File: src/logic/fpc_pkg.sv
// Package of constants and carrier types for the flash program control block
package fpc_pkg;

   // ----------------------------------------
   // Register offsets (special function space)
   // ----------------------------------------
   localparam logic [7:0] FPC_FLASH_CONTROL_ADDR = 8'hd1;
   localparam logic [7:0] FPC_FLASH_STATUS_ADDR  = 8'hd3;
   localparam logic [7:0] FPC_AUX_CONTROL_ADDR   = 8'ha2;

   // ----------------------------------------
   // Field positions and values
   // ----------------------------------------
   localparam int         FPC_KEY_MSB         = 7;
   localparam int         FPC_KEY_LSB         = 4;
   localparam int         FPC_MAP_BIT         = 3;
   localparam int         FPC_MODE_MSB        = 2;
   localparam int         FPC_MODE_LSB        = 1;
   localparam int         FPC_BUSY_BIT        = 0;
   localparam int         FPC_SEQUENCE_ERROR_FLAG_BIT      = 1;
   localparam int         FPC_LOADED_BIT      = 0;
   localparam int         FPC_BOOTMAP_BIT     = 5;
   localparam int         FPC_CFG_RATE_BIT    = 7;
   localparam int         FPC_CFG_JUMP_BIT    = 6;
   localparam logic [3:0] FPC_KEY_FIRST       = 4'h5;
   localparam logic [3:0] FPC_KEY_SECOND      = 4'ha;
   localparam logic [7:0] FPC_CONTROL_RESET   = 8'h00;
   localparam logic [7:0] FPC_STATUS_RESET    = 8'h00;
   localparam logic [7:0] FPC_CFG_SW_MASK     = 8'hf0;
   localparam logic [7:0] FPC_CFG_LOCK_MASK   = 8'h07;

   // ----------------------------------------
   // Addresses and sizes
   // ----------------------------------------
   localparam logic [15:0] FPC_START_USER     = 16'h0000;
   localparam logic [15:0] FPC_START_BOOT     = 16'hf800;
   localparam logic [15:0] FPC_EXTRA_CONFIG_ROW_BASE      = 16'hff80;
   localparam logic [15:0] FPC_CFG_ADDR       = 16'h0000;
   localparam int          FPC_PAGE_BYTES     = 128;
   localparam int          FPC_RATE_DOUBLE    = 6;
   localparam int          FPC_RATE_SINGLE    = 12;

   // ----------------------------------------
   // Timing
   // ----------------------------------------
   localparam int          FPC_CLK_NS         = 100;
   localparam int          FPC_PROG_TIME_NS   = 10000;
   localparam int          FPC_PROG_CYCLES    = (FPC_PROG_TIME_NS + FPC_CLK_NS - 1) / FPC_CLK_NS;

   // ----------------------------------------
   // Types
   // ----------------------------------------
   typedef enum logic [1:0] {
      FPC_SPACE_USER  = 2'b00,
      FPC_SPACE_EXTRA_CONFIG_ROW  = 2'b01,
      FPC_SPACE_CFG   = 2'b10,
      FPC_SPACE_CLRST = 2'b11
   } fpc_space_type;

   typedef enum logic [1:0] {
      FPC_EXEC_USER = 2'b00,
      FPC_EXEC_BOOT = 2'b01,
      FPC_EXEC_EXT  = 2'b10
   } fpc_exec_type;

   typedef struct packed {
      logic        wr;
      logic        rd;
      logic [7:0]  addr;
      logic [7:0]  wdata;
   } fpc_sfr_type;

   typedef struct packed {
      logic        wr;
      logic [15:0] addr;
      logic [7:0]  wdata;
   } fpc_xdata_type;

   typedef struct packed {
      logic        start;
      logic [1:0]  space;
      logic [8:0]  page;
   } fpc_launch_type;

endpackage : fpc_pkg

File: src/logic/fpc_column_latch.sv
// Page-wide write-only column latch buffer
`timescale 1ns/1ps
module fpc_column_latch
   import fpc_pkg::*;
#(
   parameter int DEPTH = FPC_PAGE_BYTES,
   parameter int AW    = $clog2(DEPTH)
) (
   input  wire logic          i_mclk,
   input  wire logic          i_rst_n,
   input  wire logic          i_ce,
   input  wire logic          i_wr,
   input  wire logic [AW-1:0] i_idx,
   input  wire logic [7:0]    i_wdata,
   input  wire logic          i_clear,
   input  wire logic [AW-1:0] i_rd_idx,
   output logic [7:0]         o_rd_data,
   output logic               o_rd_valid
);

   // ----------------------------------------
   // Storage; only the programming engine reads it
   // ----------------------------------------
   logic [7:0]       mem       [DEPTH];
   logic [DEPTH-1:0] valid;
   logic [DEPTH-1:0] next_valid;
   logic [7:0]       rd_data;
   logic             rd_valid;

   always_comb begin
      next_valid = valid;
      if (i_clear) begin
         next_valid = '0;
      end else if (i_wr) begin
         next_valid[i_idx] = 1'b1;
      end
   end

   always_ff @(posedge i_mclk) begin
      if (!i_rst_n) begin
         valid <= '0;
      end else if (i_ce) begin
         valid <= next_valid;
      end
   end

   // Array kept out of reset so it maps to plain memory
   always_ff @(posedge i_mclk) begin
      if (i_ce && i_wr) begin
         mem[i_idx] <= i_wdata;
      end
   end

   always_ff @(posedge i_mclk) begin
      if (!i_rst_n) begin
         rd_data  <= 8'h00;
         rd_valid <= 1'b0;
      end else if (i_ce) begin
         rd_data  <= mem[i_rd_idx];
         rd_valid <= valid[i_rd_idx];
      end
   end

   assign o_rd_data  = rd_data;
   assign o_rd_valid = rd_valid;

endmodule : fpc_column_latch

File: src/logic/fpc_prog_timer.sv
// Programming operation timer that holds the busy state
`timescale 1ns/1ps
module fpc_prog_timer
   import fpc_pkg::*;
#(
   parameter int CYCLES = FPC_PROG_CYCLES,
   parameter int CW     = $clog2(CYCLES + 1)
) (
   input  wire logic i_mclk,
   input  wire logic i_rst_n,
   input  wire logic i_ce,
   input  wire logic i_start,
   output logic      o_busy,
   output logic      o_done
);

   // ----------------------------------------
   // Down counter
   // ----------------------------------------
   logic [CW-1:0] count;
   logic [CW-1:0] next_count;
   logic          done;
   logic          next_done;

   always_comb begin
      next_count = count;
      next_done  = 1'b0;
      if (count != '0) begin
         next_count = count - 1'b1;
         next_done  = (count == CW'(1));
      end else if (i_start) begin
         next_count = CW'(CYCLES);
      end
   end

   always_ff @(posedge i_mclk) begin
      if (!i_rst_n) begin
         count <= '0;
         done  <= 1'b0;
      end else if (i_ce) begin
         count <= next_count;
         done  <= next_done;
      end
   end

   assign o_busy = (count != '0);
   assign o_done = done;

endmodule : fpc_prog_timer

File: src/logic/fpc_flash_program_control.sv
// Flash program control: control, status, column latches, access guard, start-up decode
//
// Summary of operation
// Programmed rate bit gives six-clock mode
// Unprogrammed rate bit gives standard mode
// Unprogrammed jump bit: boot map off, 0000h
// Programmed jump bit: boot map on, F800h
// Lock bits never written by software
// One 128-byte page of column latches
// Column latches cannot be read back
// User array programs only from boot
// Boot array never written by software
// External fetch: lock-gated reads, no loads
// Three registers map flash spaces
// Software writes key 5 then A
// Map bit steers data writes to latches
// Busy flag set while programming
// Busy flag clears when programming ends
// Busy flag ignores software writes
// Control register resets to zero
// Mode field selects code read space
// Low seven bits byte, upper page
// Sequence error flag on bad key pair
// Loaded flag on latch write, launch clears
// No launch while busy or wrong keys
// Software waits for busy clear
`timescale 1ns/1ps
module fpc_flash_program_control
   import fpc_pkg::*;
#(
   parameter int           PROG_CYCLES = FPC_PROG_CYCLES,
   parameter logic [2:0]   LOCK_READ_OK = 3'b111
) (
   input  wire logic           i_mclk,
   input  wire logic           i_rst_n,
   input  wire logic           i_ce,
   input  wire fpc_sfr_type    i_sfr,
   output logic [7:0]          o_sfr_rdata,
   input  wire fpc_xdata_type  i_xdata,
   output logic                o_xdata_to_ram,
   input  wire fpc_exec_type   i_exec_region,
   input  wire logic [15:0]    i_code_addr,
   output fpc_space_type       o_code_space,
   output logic                o_code_read_ok,
   input  wire logic [7:0]     i_security_config_byte,
   output logic                o_double_rate_mode,
   output logic [3:0]          o_clocks_per_cycle,
   output logic [15:0]         o_start_address,
   output logic                o_boot_space_map,
   output logic [2:0]          o_general_lock_bits,
   output fpc_launch_type      o_launch,
   output logic                o_program_busy_flag,
   output logic [7:0]          o_latch_rd_data,
   output logic                o_latch_rd_valid,
   input  wire logic [6:0]     i_latch_rd_idx
);

   // ----------------------------------------
   // Security byte sync and start-up decode
   // ----------------------------------------
   logic [7:0]  cfg_meta;
   logic [7:0]  cfg_sync;
   logic        double_rate_mode;
   logic        next_double_rate_mode;
   logic        boot_space_map;
   logic        next_boot_space_map;
   logic [15:0] start_address;
   logic [15:0] next_start_address;
   logic [2:0]  lock_bits;
   logic [2:0]  next_lock_bits;
   logic        strap_done;
   logic        next_strap_done;
   logic        strap_armed;
   logic        next_strap_armed;
   logic        strap_wait;
   logic        next_strap_wait;

   // Byte lives in flash, so it is a pin-like level here
   always_ff @(posedge i_mclk) begin
      if (!i_rst_n) begin
         cfg_meta <= 8'hff;
         cfg_sync <= 8'hff;
      end else if (i_ce) begin
         cfg_meta <= i_security_config_byte;
         cfg_sync <= cfg_meta;
      end
   end

   // Straps caught once, on the third edge after release, when the sync chain is full
   always_comb begin
      next_double_rate_mode = double_rate_mode;
      next_boot_space_map   = boot_space_map;
      next_start_address    = start_address;
      next_lock_bits        = lock_bits;
      next_strap_wait       = 1'b1;
      next_strap_armed      = strap_wait;
      next_strap_done       = strap_done;
      if (strap_armed && !strap_done) begin
         next_strap_done       = 1'b1;
         next_double_rate_mode = !cfg_sync[FPC_CFG_RATE_BIT];
         next_boot_space_map   = !cfg_sync[FPC_CFG_JUMP_BIT];
         next_start_address    = cfg_sync[FPC_CFG_JUMP_BIT] ? FPC_START_USER
                                                            : FPC_START_BOOT;
         next_lock_bits        = cfg_sync[2:0] & FPC_CFG_LOCK_MASK[2:0];
      end
   end

   always_ff @(posedge i_mclk) begin
      if (!i_rst_n) begin
         double_rate_mode <= 1'b0;
         boot_space_map   <= 1'b0;
         start_address    <= FPC_START_USER;
         lock_bits        <= 3'b111;
         strap_wait       <= 1'b0;
         strap_armed      <= 1'b0;
         strap_done       <= 1'b0;
      end else if (i_ce) begin
         double_rate_mode <= next_double_rate_mode;
         boot_space_map   <= next_boot_space_map;
         start_address    <= next_start_address;
         lock_bits        <= next_lock_bits;
         strap_wait       <= next_strap_wait;
         strap_armed      <= next_strap_armed;
         strap_done       <= next_strap_done;
      end
   end

   // ----------------------------------------
   // Control and status registers
   // ----------------------------------------
   logic [3:0]    key_field;
   logic [3:0]    next_key_field;
   logic          latch_space_map;
   logic          next_latch_space_map;
   fpc_space_type flash_space_select;
   fpc_space_type next_flash_space_select;
   logic          key_armed;
   logic          next_key_armed;
   logic          seq_err;
   logic          next_seq_err;
   logic          loaded;
   logic          next_loaded;
   logic          boot_map_sw;
   logic          next_boot_map_sw;
   logic          prog_busy;
   logic          prog_done;
   logic          ctl_wr;
   logic          sta_wr;
   logic          aux_wr;
   logic          latch_wr;
   logic          launch_ok;
   logic          launch_refused;
   fpc_launch_type launch;
   fpc_launch_type next_launch;
   logic [8:0]    page;
   logic [8:0]    next_page;

   assign ctl_wr = i_sfr.wr && (i_sfr.addr == FPC_FLASH_CONTROL_ADDR);
   assign sta_wr = i_sfr.wr && (i_sfr.addr == FPC_FLASH_STATUS_ADDR);
   assign aux_wr = i_sfr.wr && (i_sfr.addr == FPC_AUX_CONTROL_ADDR);

   // Latch loads only from user or boot code, never from external fetch
   assign latch_wr = i_xdata.wr && latch_space_map
                     && (i_exec_region != FPC_EXEC_EXT) && !prog_busy;

   // Second key decides; user array needs boot code, boot array is never a target
   function automatic logic launch_allowed(input fpc_space_type sp, input fpc_exec_type ex);
      launch_allowed = (ex == FPC_EXEC_BOOT) || (sp == FPC_SPACE_CLRST);
   endfunction : launch_allowed

   always_comb begin
      launch_ok      = 1'b0;
      launch_refused = 1'b0;
      if (ctl_wr && key_armed) begin
         if (i_sfr.wdata[FPC_KEY_MSB:FPC_KEY_LSB] == FPC_KEY_SECOND && !prog_busy
             && launch_allowed(flash_space_select, i_exec_region)) begin
            launch_ok = 1'b1;
         end else begin
            launch_refused = 1'b1;
         end
      end
   end

   always_comb begin
      next_key_field          = key_field;
      next_latch_space_map    = latch_space_map;
      next_flash_space_select = flash_space_select;
      next_key_armed          = key_armed;
      next_seq_err            = seq_err;
      next_loaded             = loaded;
      next_boot_map_sw        = boot_map_sw;
      next_page               = page;
      next_launch             = '0;
      if (ctl_wr) begin
         next_key_field          = i_sfr.wdata[FPC_KEY_MSB:FPC_KEY_LSB];
         next_latch_space_map    = i_sfr.wdata[FPC_MAP_BIT];
         next_flash_space_select = fpc_space_type'(i_sfr.wdata[FPC_MODE_MSB:FPC_MODE_LSB]);
         next_key_armed          = (i_sfr.wdata[FPC_KEY_MSB:FPC_KEY_LSB] == FPC_KEY_FIRST)
                                   && !key_armed;
      end
      if (sta_wr && !i_sfr.wdata[FPC_SEQUENCE_ERROR_FLAG_BIT]) begin
         next_seq_err = 1'b0;
      end
      if (launch_ok) begin
         next_seq_err = 1'b0;
         next_loaded  = 1'b0;
         next_launch  = '{start: 1'b1, space: flash_space_select, page: page};
      end else if (launch_refused) begin
         next_seq_err = 1'b1;
      end
      if (latch_wr) begin
         next_loaded = 1'b1;
         next_page   = i_xdata.addr[15:7];
      end
      if (aux_wr) begin
         next_boot_map_sw = i_sfr.wdata[FPC_BOOTMAP_BIT];
      end else if (strap_armed && !strap_done) begin
         next_boot_map_sw = next_boot_space_map;
      end
   end

   always_ff @(posedge i_mclk) begin
      if (!i_rst_n) begin
         key_field          <= FPC_CONTROL_RESET[FPC_KEY_MSB:FPC_KEY_LSB];
         latch_space_map    <= FPC_CONTROL_RESET[FPC_MAP_BIT];
         flash_space_select <= FPC_SPACE_USER;
         key_armed          <= 1'b0;
         seq_err            <= FPC_STATUS_RESET[FPC_SEQUENCE_ERROR_FLAG_BIT];
         loaded             <= FPC_STATUS_RESET[FPC_LOADED_BIT];
         boot_map_sw        <= 1'b0;
         page               <= '0;
         launch             <= '0;
      end else if (i_ce) begin
         key_field          <= next_key_field;
         latch_space_map    <= next_latch_space_map;
         flash_space_select <= next_flash_space_select;
         key_armed          <= next_key_armed;
         seq_err            <= next_seq_err;
         loaded             <= next_loaded;
         boot_map_sw        <= next_boot_map_sw;
         page               <= next_page;
         launch             <= next_launch;
      end
   end

   // ----------------------------------------
   // Sub-blocks
   // ----------------------------------------
   fpc_column_latch #(.DEPTH(FPC_PAGE_BYTES)) fpc_column_latch_i (
      .i_mclk     (i_mclk),
      .i_rst_n    (i_rst_n),
      .i_ce       (i_ce),
      .i_wr       (latch_wr),
      .i_idx      (i_xdata.addr[6:0]),
      .i_wdata    (i_xdata.wdata),
      .i_clear    (launch.start),
      .i_rd_idx   (i_latch_rd_idx),
      .o_rd_data  (o_latch_rd_data),
      .o_rd_valid (o_latch_rd_valid)
   );

   fpc_prog_timer #(.CYCLES(PROG_CYCLES)) fpc_prog_timer_i (
      .i_mclk  (i_mclk),
      .i_rst_n (i_rst_n),
      .i_ce    (i_ce),
      .i_start (launch.start),
      .o_busy  (prog_busy),
      .o_done  (prog_done)
   );

   // ----------------------------------------
   // Read side and outputs
   // ----------------------------------------
   logic [7:0] sfr_rdata;
   logic [7:0] next_sfr_rdata;

   // Latch contents never appear here; of the security byte only the boot map bit shows, in the aux register
   always_comb begin
      next_sfr_rdata = 8'h00;
      if (i_sfr.rd) begin
         case (i_sfr.addr)
            FPC_FLASH_CONTROL_ADDR: next_sfr_rdata = {key_field, latch_space_map,
                                                      flash_space_select, prog_busy};
            FPC_FLASH_STATUS_ADDR:  next_sfr_rdata = {6'h00, seq_err, loaded};
            FPC_AUX_CONTROL_ADDR:   next_sfr_rdata = {2'b00, boot_map_sw, 5'h00};
            default:                next_sfr_rdata = 8'h00;
         endcase
      end
   end

   always_ff @(posedge i_mclk) begin
      if (!i_rst_n) begin
         sfr_rdata <= 8'h00;
      end else if (i_ce) begin
         sfr_rdata <= next_sfr_rdata;
      end
   end

   // Lock bits are taken from the security byte only; no software path writes them
   assign o_general_lock_bits = lock_bits;
   assign o_sfr_rdata         = sfr_rdata;
   assign o_xdata_to_ram      = i_xdata.wr && !latch_space_map;
   assign o_code_space        = flash_space_select;
   assign o_code_read_ok      = (i_exec_region != FPC_EXEC_EXT)
                                || (lock_bits == LOCK_READ_OK);
   assign o_double_rate_mode  = double_rate_mode;
   assign o_clocks_per_cycle  = double_rate_mode ? 4'(FPC_RATE_DOUBLE)
                                                 : 4'(FPC_RATE_SINGLE);
   assign o_start_address     = start_address;
   assign o_boot_space_map    = boot_map_sw;
   assign o_launch            = launch;
   assign o_program_busy_flag = prog_busy;

   // ----------------------------------------
   // Checks
   // ----------------------------------------
   property p_busy_after_launch;
      @(posedge i_mclk) disable iff (!i_rst_n)
      (i_ce && launch.start) |=> prog_busy;
   endproperty
   a_busy_after_launch: assert property (p_busy_after_launch)
      else $error("busy not set after launch");

   property p_busy_ends;
      @(posedge i_mclk) disable iff (!i_rst_n)
      prog_done |-> !prog_busy;
   endproperty
   a_busy_ends: assert property (p_busy_ends)
      else $error("busy still set after done");

   property p_busy_ignores_sw;
      @(posedge i_mclk) disable iff (!i_rst_n)
      (ctl_wr && !prog_busy && !launch.start) |=> !prog_busy;
   endproperty
   a_busy_ignores_sw: assert property (p_busy_ignores_sw)
      else $error("software changed busy");

   property p_no_launch_busy;
      @(posedge i_mclk) disable iff (!i_rst_n)
      prog_busy |=> !launch.start;
   endproperty
   a_no_launch_busy: assert property (p_no_launch_busy)
      else $error("launch while busy");

   property p_user_needs_boot;
      @(posedge i_mclk) disable iff (!i_rst_n)
      (launch_ok && flash_space_select != FPC_SPACE_CLRST) |-> i_exec_region == FPC_EXEC_BOOT;
   endproperty
   a_user_needs_boot: assert property (p_user_needs_boot)
      else $error("launch outside boot code");

   property p_no_ext_load;
      @(posedge i_mclk) disable iff (!i_rst_n)
      (i_exec_region == FPC_EXEC_EXT) |-> !latch_wr;
   endproperty
   a_no_ext_load: assert property (p_no_ext_load)
      else $error("latch load from external code");

   property p_sequence_error_flag_set;
      @(posedge i_mclk) disable iff (!i_rst_n)
      (i_ce && launch_refused) |=> seq_err;
   endproperty
   a_sequence_error_flag_set: assert property (p_sequence_error_flag_set)
      else $error("sequence error not flagged");

   property p_loaded_set;
      @(posedge i_mclk) disable iff (!i_rst_n)
      (i_ce && latch_wr) |=> loaded ##1 (loaded || $past(launch_ok));
   endproperty
   a_loaded_set: assert property (p_loaded_set)
      else $error("loaded flag not set");

   property p_ram_steer;
      @(posedge i_mclk) disable iff (!i_rst_n)
      (i_xdata.wr && latch_space_map) |-> !o_xdata_to_ram;
   endproperty
   a_ram_steer: assert property (p_ram_steer)
      else $error("latch write leaked to ram");

endmodule : fpc_flash_program_control

File: config.mk
export PLATFORM = sky130hd
export DESIGN_NAME = fpc_flash_program_control
export DESIGN_NICKNAME = d
export VERILOG_FILES = /design/src/logic/fpc_pkg.sv /design/src/logic/fpc_column_latch.sv /design/src/logic/fpc_prog_timer.sv /design/src/logic/fpc_flash_program_control.sv
export SDC_FILE = /design/constraint.sdc
export NUM_CORES = 1
export LEC_CHECK = 0
export BUFFER_PORTS_ARGS = -buffer_cell sky130_fd_sc_hd__buf_2
export CORE_AREA = 2 2 352 354
export CTS_CLUSTER_DIAMETER = 60
export DETAILED_ROUTE_END_ITERATION = 8
export DIE_AREA = 0 0 354 356
export SYNTH_ARGS = -nofsm -noshare
export SYNTH_HDL_FRONTEND = slang
export SYNTH_HIERARCHICAL = 1
export SYNTH_SLANG_ARGS = --single-unit
File: constraint.sdc
create_clock -name i_mclk -period 4.4 [get_ports i_mclk]
set_input_delay 0.22 -clock i_mclk [delete_from_list [all_inputs] [get_ports i_mclk]]
set_output_delay 0.22 -clock i_mclk [all_outputs]
set_load 0.01 [all_outputs]
== After elaboration in Yosys (flattened, before gate mapping) ==
Memories as Yosys holds them, arrays and structs flattened. A register that Yosys moved wholly into a read port is not among the register bits.
Cells that the tools add are included.

* Input bits: 79
* Flip-flop bits (word level): 216
* Memory bits (writable): 1024
* Output and inout bits: 59
* Memories: 1

* Bitwise logic cells: 1
* $lt $le $gt $ge: 3
* Reductions and logical operators: 39
* Eq/ne operators: 9
* Mux-type cells: 27
* Add/subtract/negate cells: 1

{| class="wikitable"
|+ Memories
! memory !! depth !! width !! rd ports !! clocked after memory_dff !! wr ports !! RTL line !! text
|-
| fpc_column_latch_i.mem || 128 || 8 || 1 || 1 || 1 || fpc_column_latch.sv:24 || <nowiki>logic [7:0] mem [DEPTH];</nowiki>
|}

{| class="wikitable"
|+ Operators with widths
! kind !! number
|-
| 2-to-1 mux 128 bit || 2
|-
| bitwise OR 128 bit || 1
|-
| == test 8 bit (second input constant) || 3
|-
| one-hot mux 8 bit (3 select lines) || 1
|-
| < comparator 7 x 8 -> 1 bit (second input constant) || 2
|-
| 2-to-1 mux 1 bit || 16
|-
| 2-to-1 mux 16 bit || 1
|-
| AND reduction 2 bit || 8
|-
| logical AND 1 bit || 15
|-
| 2-to-1 mux 7 bit || 2
|-
| 2-to-1 mux 12 bit || 1
|-
| logical NOT 1 bit || 8
|-
| 2-to-1 mux 8 bit || 1
|-
| nonzero test 2 bit || 4
|-
| binary-select mux 1 bit (select 7 bit) || 1
|-
| demux 1 bit (select 7 bit) || 1
|-
| >= comparator 7 x 1 -> 1 bit (second input constant) || 1
|-
| nonzero test 7 bit || 1
|-
| subtractor 7 x 1 -> 7 bit (second input constant) || 1
|-
| == test 4 x 3 -> 1 bit (second input constant) || 1
|-
| == test 4 bit (second input constant) || 1
|-
| 2-to-1 mux 4 bit || 1
|-
| == test 3 bit (second input constant) || 1
|-
| nonzero test 3 bit || 1
|-
| other kinds (4) || 5
|}

== Depth between registers and ports, before layout ==
* Depth after elaboration: 8
* Gate-level depth with buffers: 13

== Modules after synthesis ==
The synthesis kept the hierarchy.

{| class="wikitable"
|+ By module, submodules not included
! module !! instances !! seq. area each (um^2) !! area each (um^2) !! cells each
|-
| fpc_column_latch || 1 || 33492.1 || 45552.4 || 2570
|-
| fpc_flash_program_control || 1 || 1161.1 || 2479.9 || 247
|-
| fpc_prog_timer || 1 || 160.2 || 469.2 || 52
|}

== Worst setup path before layout ==
No wires, ideal clock.

* Kind: reg-to-reg
* Start point: register fpc_prog_timer_i.count[0]
* End point: memory fpc_column_latch_i.mem[110][0] (enable)
* Data arrival time: 2.889 ns
* Stages on the path, launching flop included: 12
* Setup time: 0.370 ns
* Setup slack: 1.141 ns
* Path through: dfxtp_1 -> inv_1 -> ha_1 -> or4b_4 -> nor2_1 -> inv_1 -> nor3_1 -> nand2_1 -> nor2_1 -> nand3_1 -> clkbuf_1 -> nor2_1

* Cells in the longest elaborated chain, start to end: 6

{| class="wikitable"
|+ RTL lines
! item !! RTL line !! text
|-
| start: declaration || fpc_prog_timer.sv:20 || <nowiki>logic [CW-1:0] count;</nowiki>
|-
| start signal: assignment || fpc_prog_timer.sv:41 || <nowiki>count <= next_count;</nowiki>
|-
| nonzero test 7 bit || fpc_prog_timer.sv:46 || <nowiki>assign o_busy = (count != '0);</nowiki>
|-
| via o_program_busy_flag || fpc_flash_program_control.sv:52 || <nowiki>output logic o_program_busy_flag,</nowiki>
|-
| logical NOT 1 bit || fpc_flash_program_control.sv:164 || <nowiki>&& (i_exec_region != FPC_EXEC_EXT) && !prog_busy;</nowiki>
|-
| logical AND 1 bit || fpc_flash_program_control.sv:164 ||
|-
| via latch_wr || fpc_flash_program_control.sv:150 || <nowiki>logic latch_wr;</nowiki>
|-
| logical AND 1 bit || fpc_column_latch.sv:49 || <nowiki>if (i_ce && i_wr) begin</nowiki>
|-
| 2-to-1 mux 1 bit || fpc_column_latch.sv:49 ||
|-
| 2-to-1 mux 1 bit (not written as such) || fpc_column_latch.sv:50 || <nowiki>mem[i_idx] <= i_wdata;</nowiki>
|-
| end: declaration || fpc_column_latch.sv:24 ||
|}

The timed path passes the listed nets, and every way through them passes these cells.

== Final worst setup path ==
* Start point: register fpc_prog_timer_i.count[0]
* End point: memory fpc_column_latch_i.mem[105][0] (enable)

* Cells in the longest elaborated chain, start to end: 6

{| class="wikitable"
|+ RTL lines
! item !! RTL line
|-
| nonzero test 7 bit || fpc_prog_timer.sv:46
|-
| logical NOT 1 bit || fpc_flash_program_control.sv:164
|-
| logical AND 1 bit || fpc_flash_program_control.sv:164
|-
| via latch_wr || fpc_flash_program_control.sv:150
|-
| logical AND 1 bit || fpc_column_latch.sv:49
|-
| 2-to-1 mux 1 bit || fpc_column_latch.sv:49
|-
| 2-to-1 mux 1 bit (not written as such) || fpc_column_latch.sv:50
|}

The timed path passes the listed nets, and every way through them passes these cells.

==> results_dict.tcl <==
set metrics [dict create \
    yosysWarnings 6 \
    grt_max_degree 102 \
    dp_hpwl_um 73700 \
    syn_to_final_growth_pct 15.1 \
    die-area_um2 126000 \
    post-route-period-util 0.904 \
    core-area_um2 123000 \
    min_path_type "primary input to register" \
    drt_first_pass_iters 6 \
    grt_pass1_vias 25800 \
    use_met1 0.260 \
    vias 26700 \
    die_h_um 356 \
    setup-tns-final_ns 0 \
    maxSlewViolCount 0 \
    clock-sinks 1226 \
    finClkSkew_ns 0.0309 \
    drive_gt1_frac 0.210 \
    worstPathMaxFanout 9 \
    leakage_nw 18.8 \
    power.density_nw_per_um2 435 \
    port_buffers 104 \
    avgSynthCellArea_um2 16.9 \
    finalHoldViolCount 0 \
    path_class "register to register" \
    clk_path_buf_depth 3 \
    wl_um 119000 \
    grt.total_usage 0.186 \
    postRouteAntennaNets 0 \
    rsz0062_at_grt "no" \
    gr-total-overflow 0 \
    worst_slew_pin_slew_ns 1.20 \
    end_kind "register" \
    fin_util 0.454 \
    fin_crit_ns 3.98 \
    die_w_um 354 \
    grtUsageMet2 0.290 \
    cts_resized 0 \
    setup_violations 0 \
    post_drt_via_cell_ratio 5.47 \
    slew_headroom 0.202 \
    start_util 0.395 \
    cts_tree "yes" \
    drcViolationCount 0 \
    wl_per_cell_um 24.5 \
    max_freq_ghz 0.251 \
    grt_pass1_wl_um 173000 \
    cts_root_buf "clkbuf_16" \
    cp.required_ns 4.75 \
    synthCells 2863 \
    postCtsSetupRepairBufs 0 \
    num_io_pins 138 \
    antenna_found_initial 12 \
    clock_latency_ns 0.72 \
    cp.arrival_ns 4.33 \
    netlist_area_um2 48400 \
    max-cap-violations 0 \
    numCtsBuffers 120 \
    top_usage_layer "met2" \
    ctsHoldBuffers 31 \
    drt_iter0_drc 3013 \
    clk_pin_slew_ns 0.06 \
    nets 3225 \
    status "complete, no violations" \
    h-tree-depth 3 \
    grtUsageMet3 0.0451 \
    startpoint_type "register" \
    power_mw 24.2 \
    gp_congestion 0.828 \
    ir_drop_uv 369 \
    core.rowCount 129 \
]
==> power breakdown <==
group          internal, mW  total [mW]  switching [mW]
Sequential             12.6        12.7          0.0481
Combinational         0.511        1.43           0.919
Clock                  5.84        10.2            4.32
Total                  19.0        24.2            5.28
==> sequential cells by signal, summed over array words and instances (netlist names), 2 cells and up <==
register                      cells
o_launch                         12
fpc_column_latch_i/mem         1024
o_general_lock_bits               3
fpc_column_latch_i/valid        128
key_field                         4
o_sfr_rdata                       8
o_code_space                      2
fpc_prog_timer_i/count            7
page                              9
cfg_meta                          5
fpc_column_latch_i/o_rd_data      8
cfg_sync                          5
==> path summary, 6_finish.rpt <==
path	cells past startpoint	end	slack, ns	from
max	10	fpc_column_latch_i/mem[105][0]	0.42	fpc_prog_timer_i/count[0]
min	5	seq_err	0.09	i_exec_region[0]
max reg2reg	10	fpc_column_latch_i/mem[105][0]	0.42	fpc_prog_timer_i/count[0]
min reg2reg	1	o_launch[6]	0.46	page[6]
==> cell usage in the layout (no fill, tap or decap), types with 22 or more instances in the layout <==
cell type	n
dfxtp_1	202
buf_4	197
nand2_1	73
a22oi_1	101
dlygate4sd3_1	31
clkinv_2	22
buf_2	93
nor3_1	35
edfxtp_1	1024
mux2i_1	264
mux4_1	30
nor2_1	294
nand3_1	40
clkbuf_16	122
clkbuf_1	24
mux4_2	156
a21oi_1	177
nor2b_1	35
o21ai_0	26
==> routing by layer <==
metal / share of wire / up-vias
met3: 0.076 / 207
met2: 0.46 / 945
met5: 0.00063 / -
met1: 0.44 / 13700
met4: 0.026 / 14
li1: - / 11900
==> worst max-delay path, stage by stage, from the launching register on <==
cell and delay (ns):
dfxtp_1 0.32, inv_1 0.11, ha_1 0.20, or4b_4 0.48
nor2_1 0.31, inv_1 0.22, nor3_1 0.25, buf_4 0.18
and3_1 0.22, nand2_1 0.55, nor2_1 0.77
==> final cells by class <==
cell class / instances / area [um2]
well taps: 1637 / 2050
diodes: 1 / 2.50
clock inverters: 66 / 639
inverters: 12 / 45.0
fillers: 10600 / 66900
clock buffers: 155 / 3250
multi-input cells: 1451 / 12500
flip-flops and latches: 1226 / 34800
repair buffers: 333 / 2490
==> stage by stage <==
stage,instances,cell area (um2),setup slack (ns),hold slack (ns)
after floorplan,2874,48500,1.18,0.319
after global placement,4628,51500,0.560,0.438
after detailed placement,4628,51500,0.524,0.443
after CTS,4880,55700,0.502,0.0231
after global routing,4880,55700,0.172,0.104
final,4881,55800,0.422,0.0865
No activity file was read; power rests on OpenSTA's default activity.
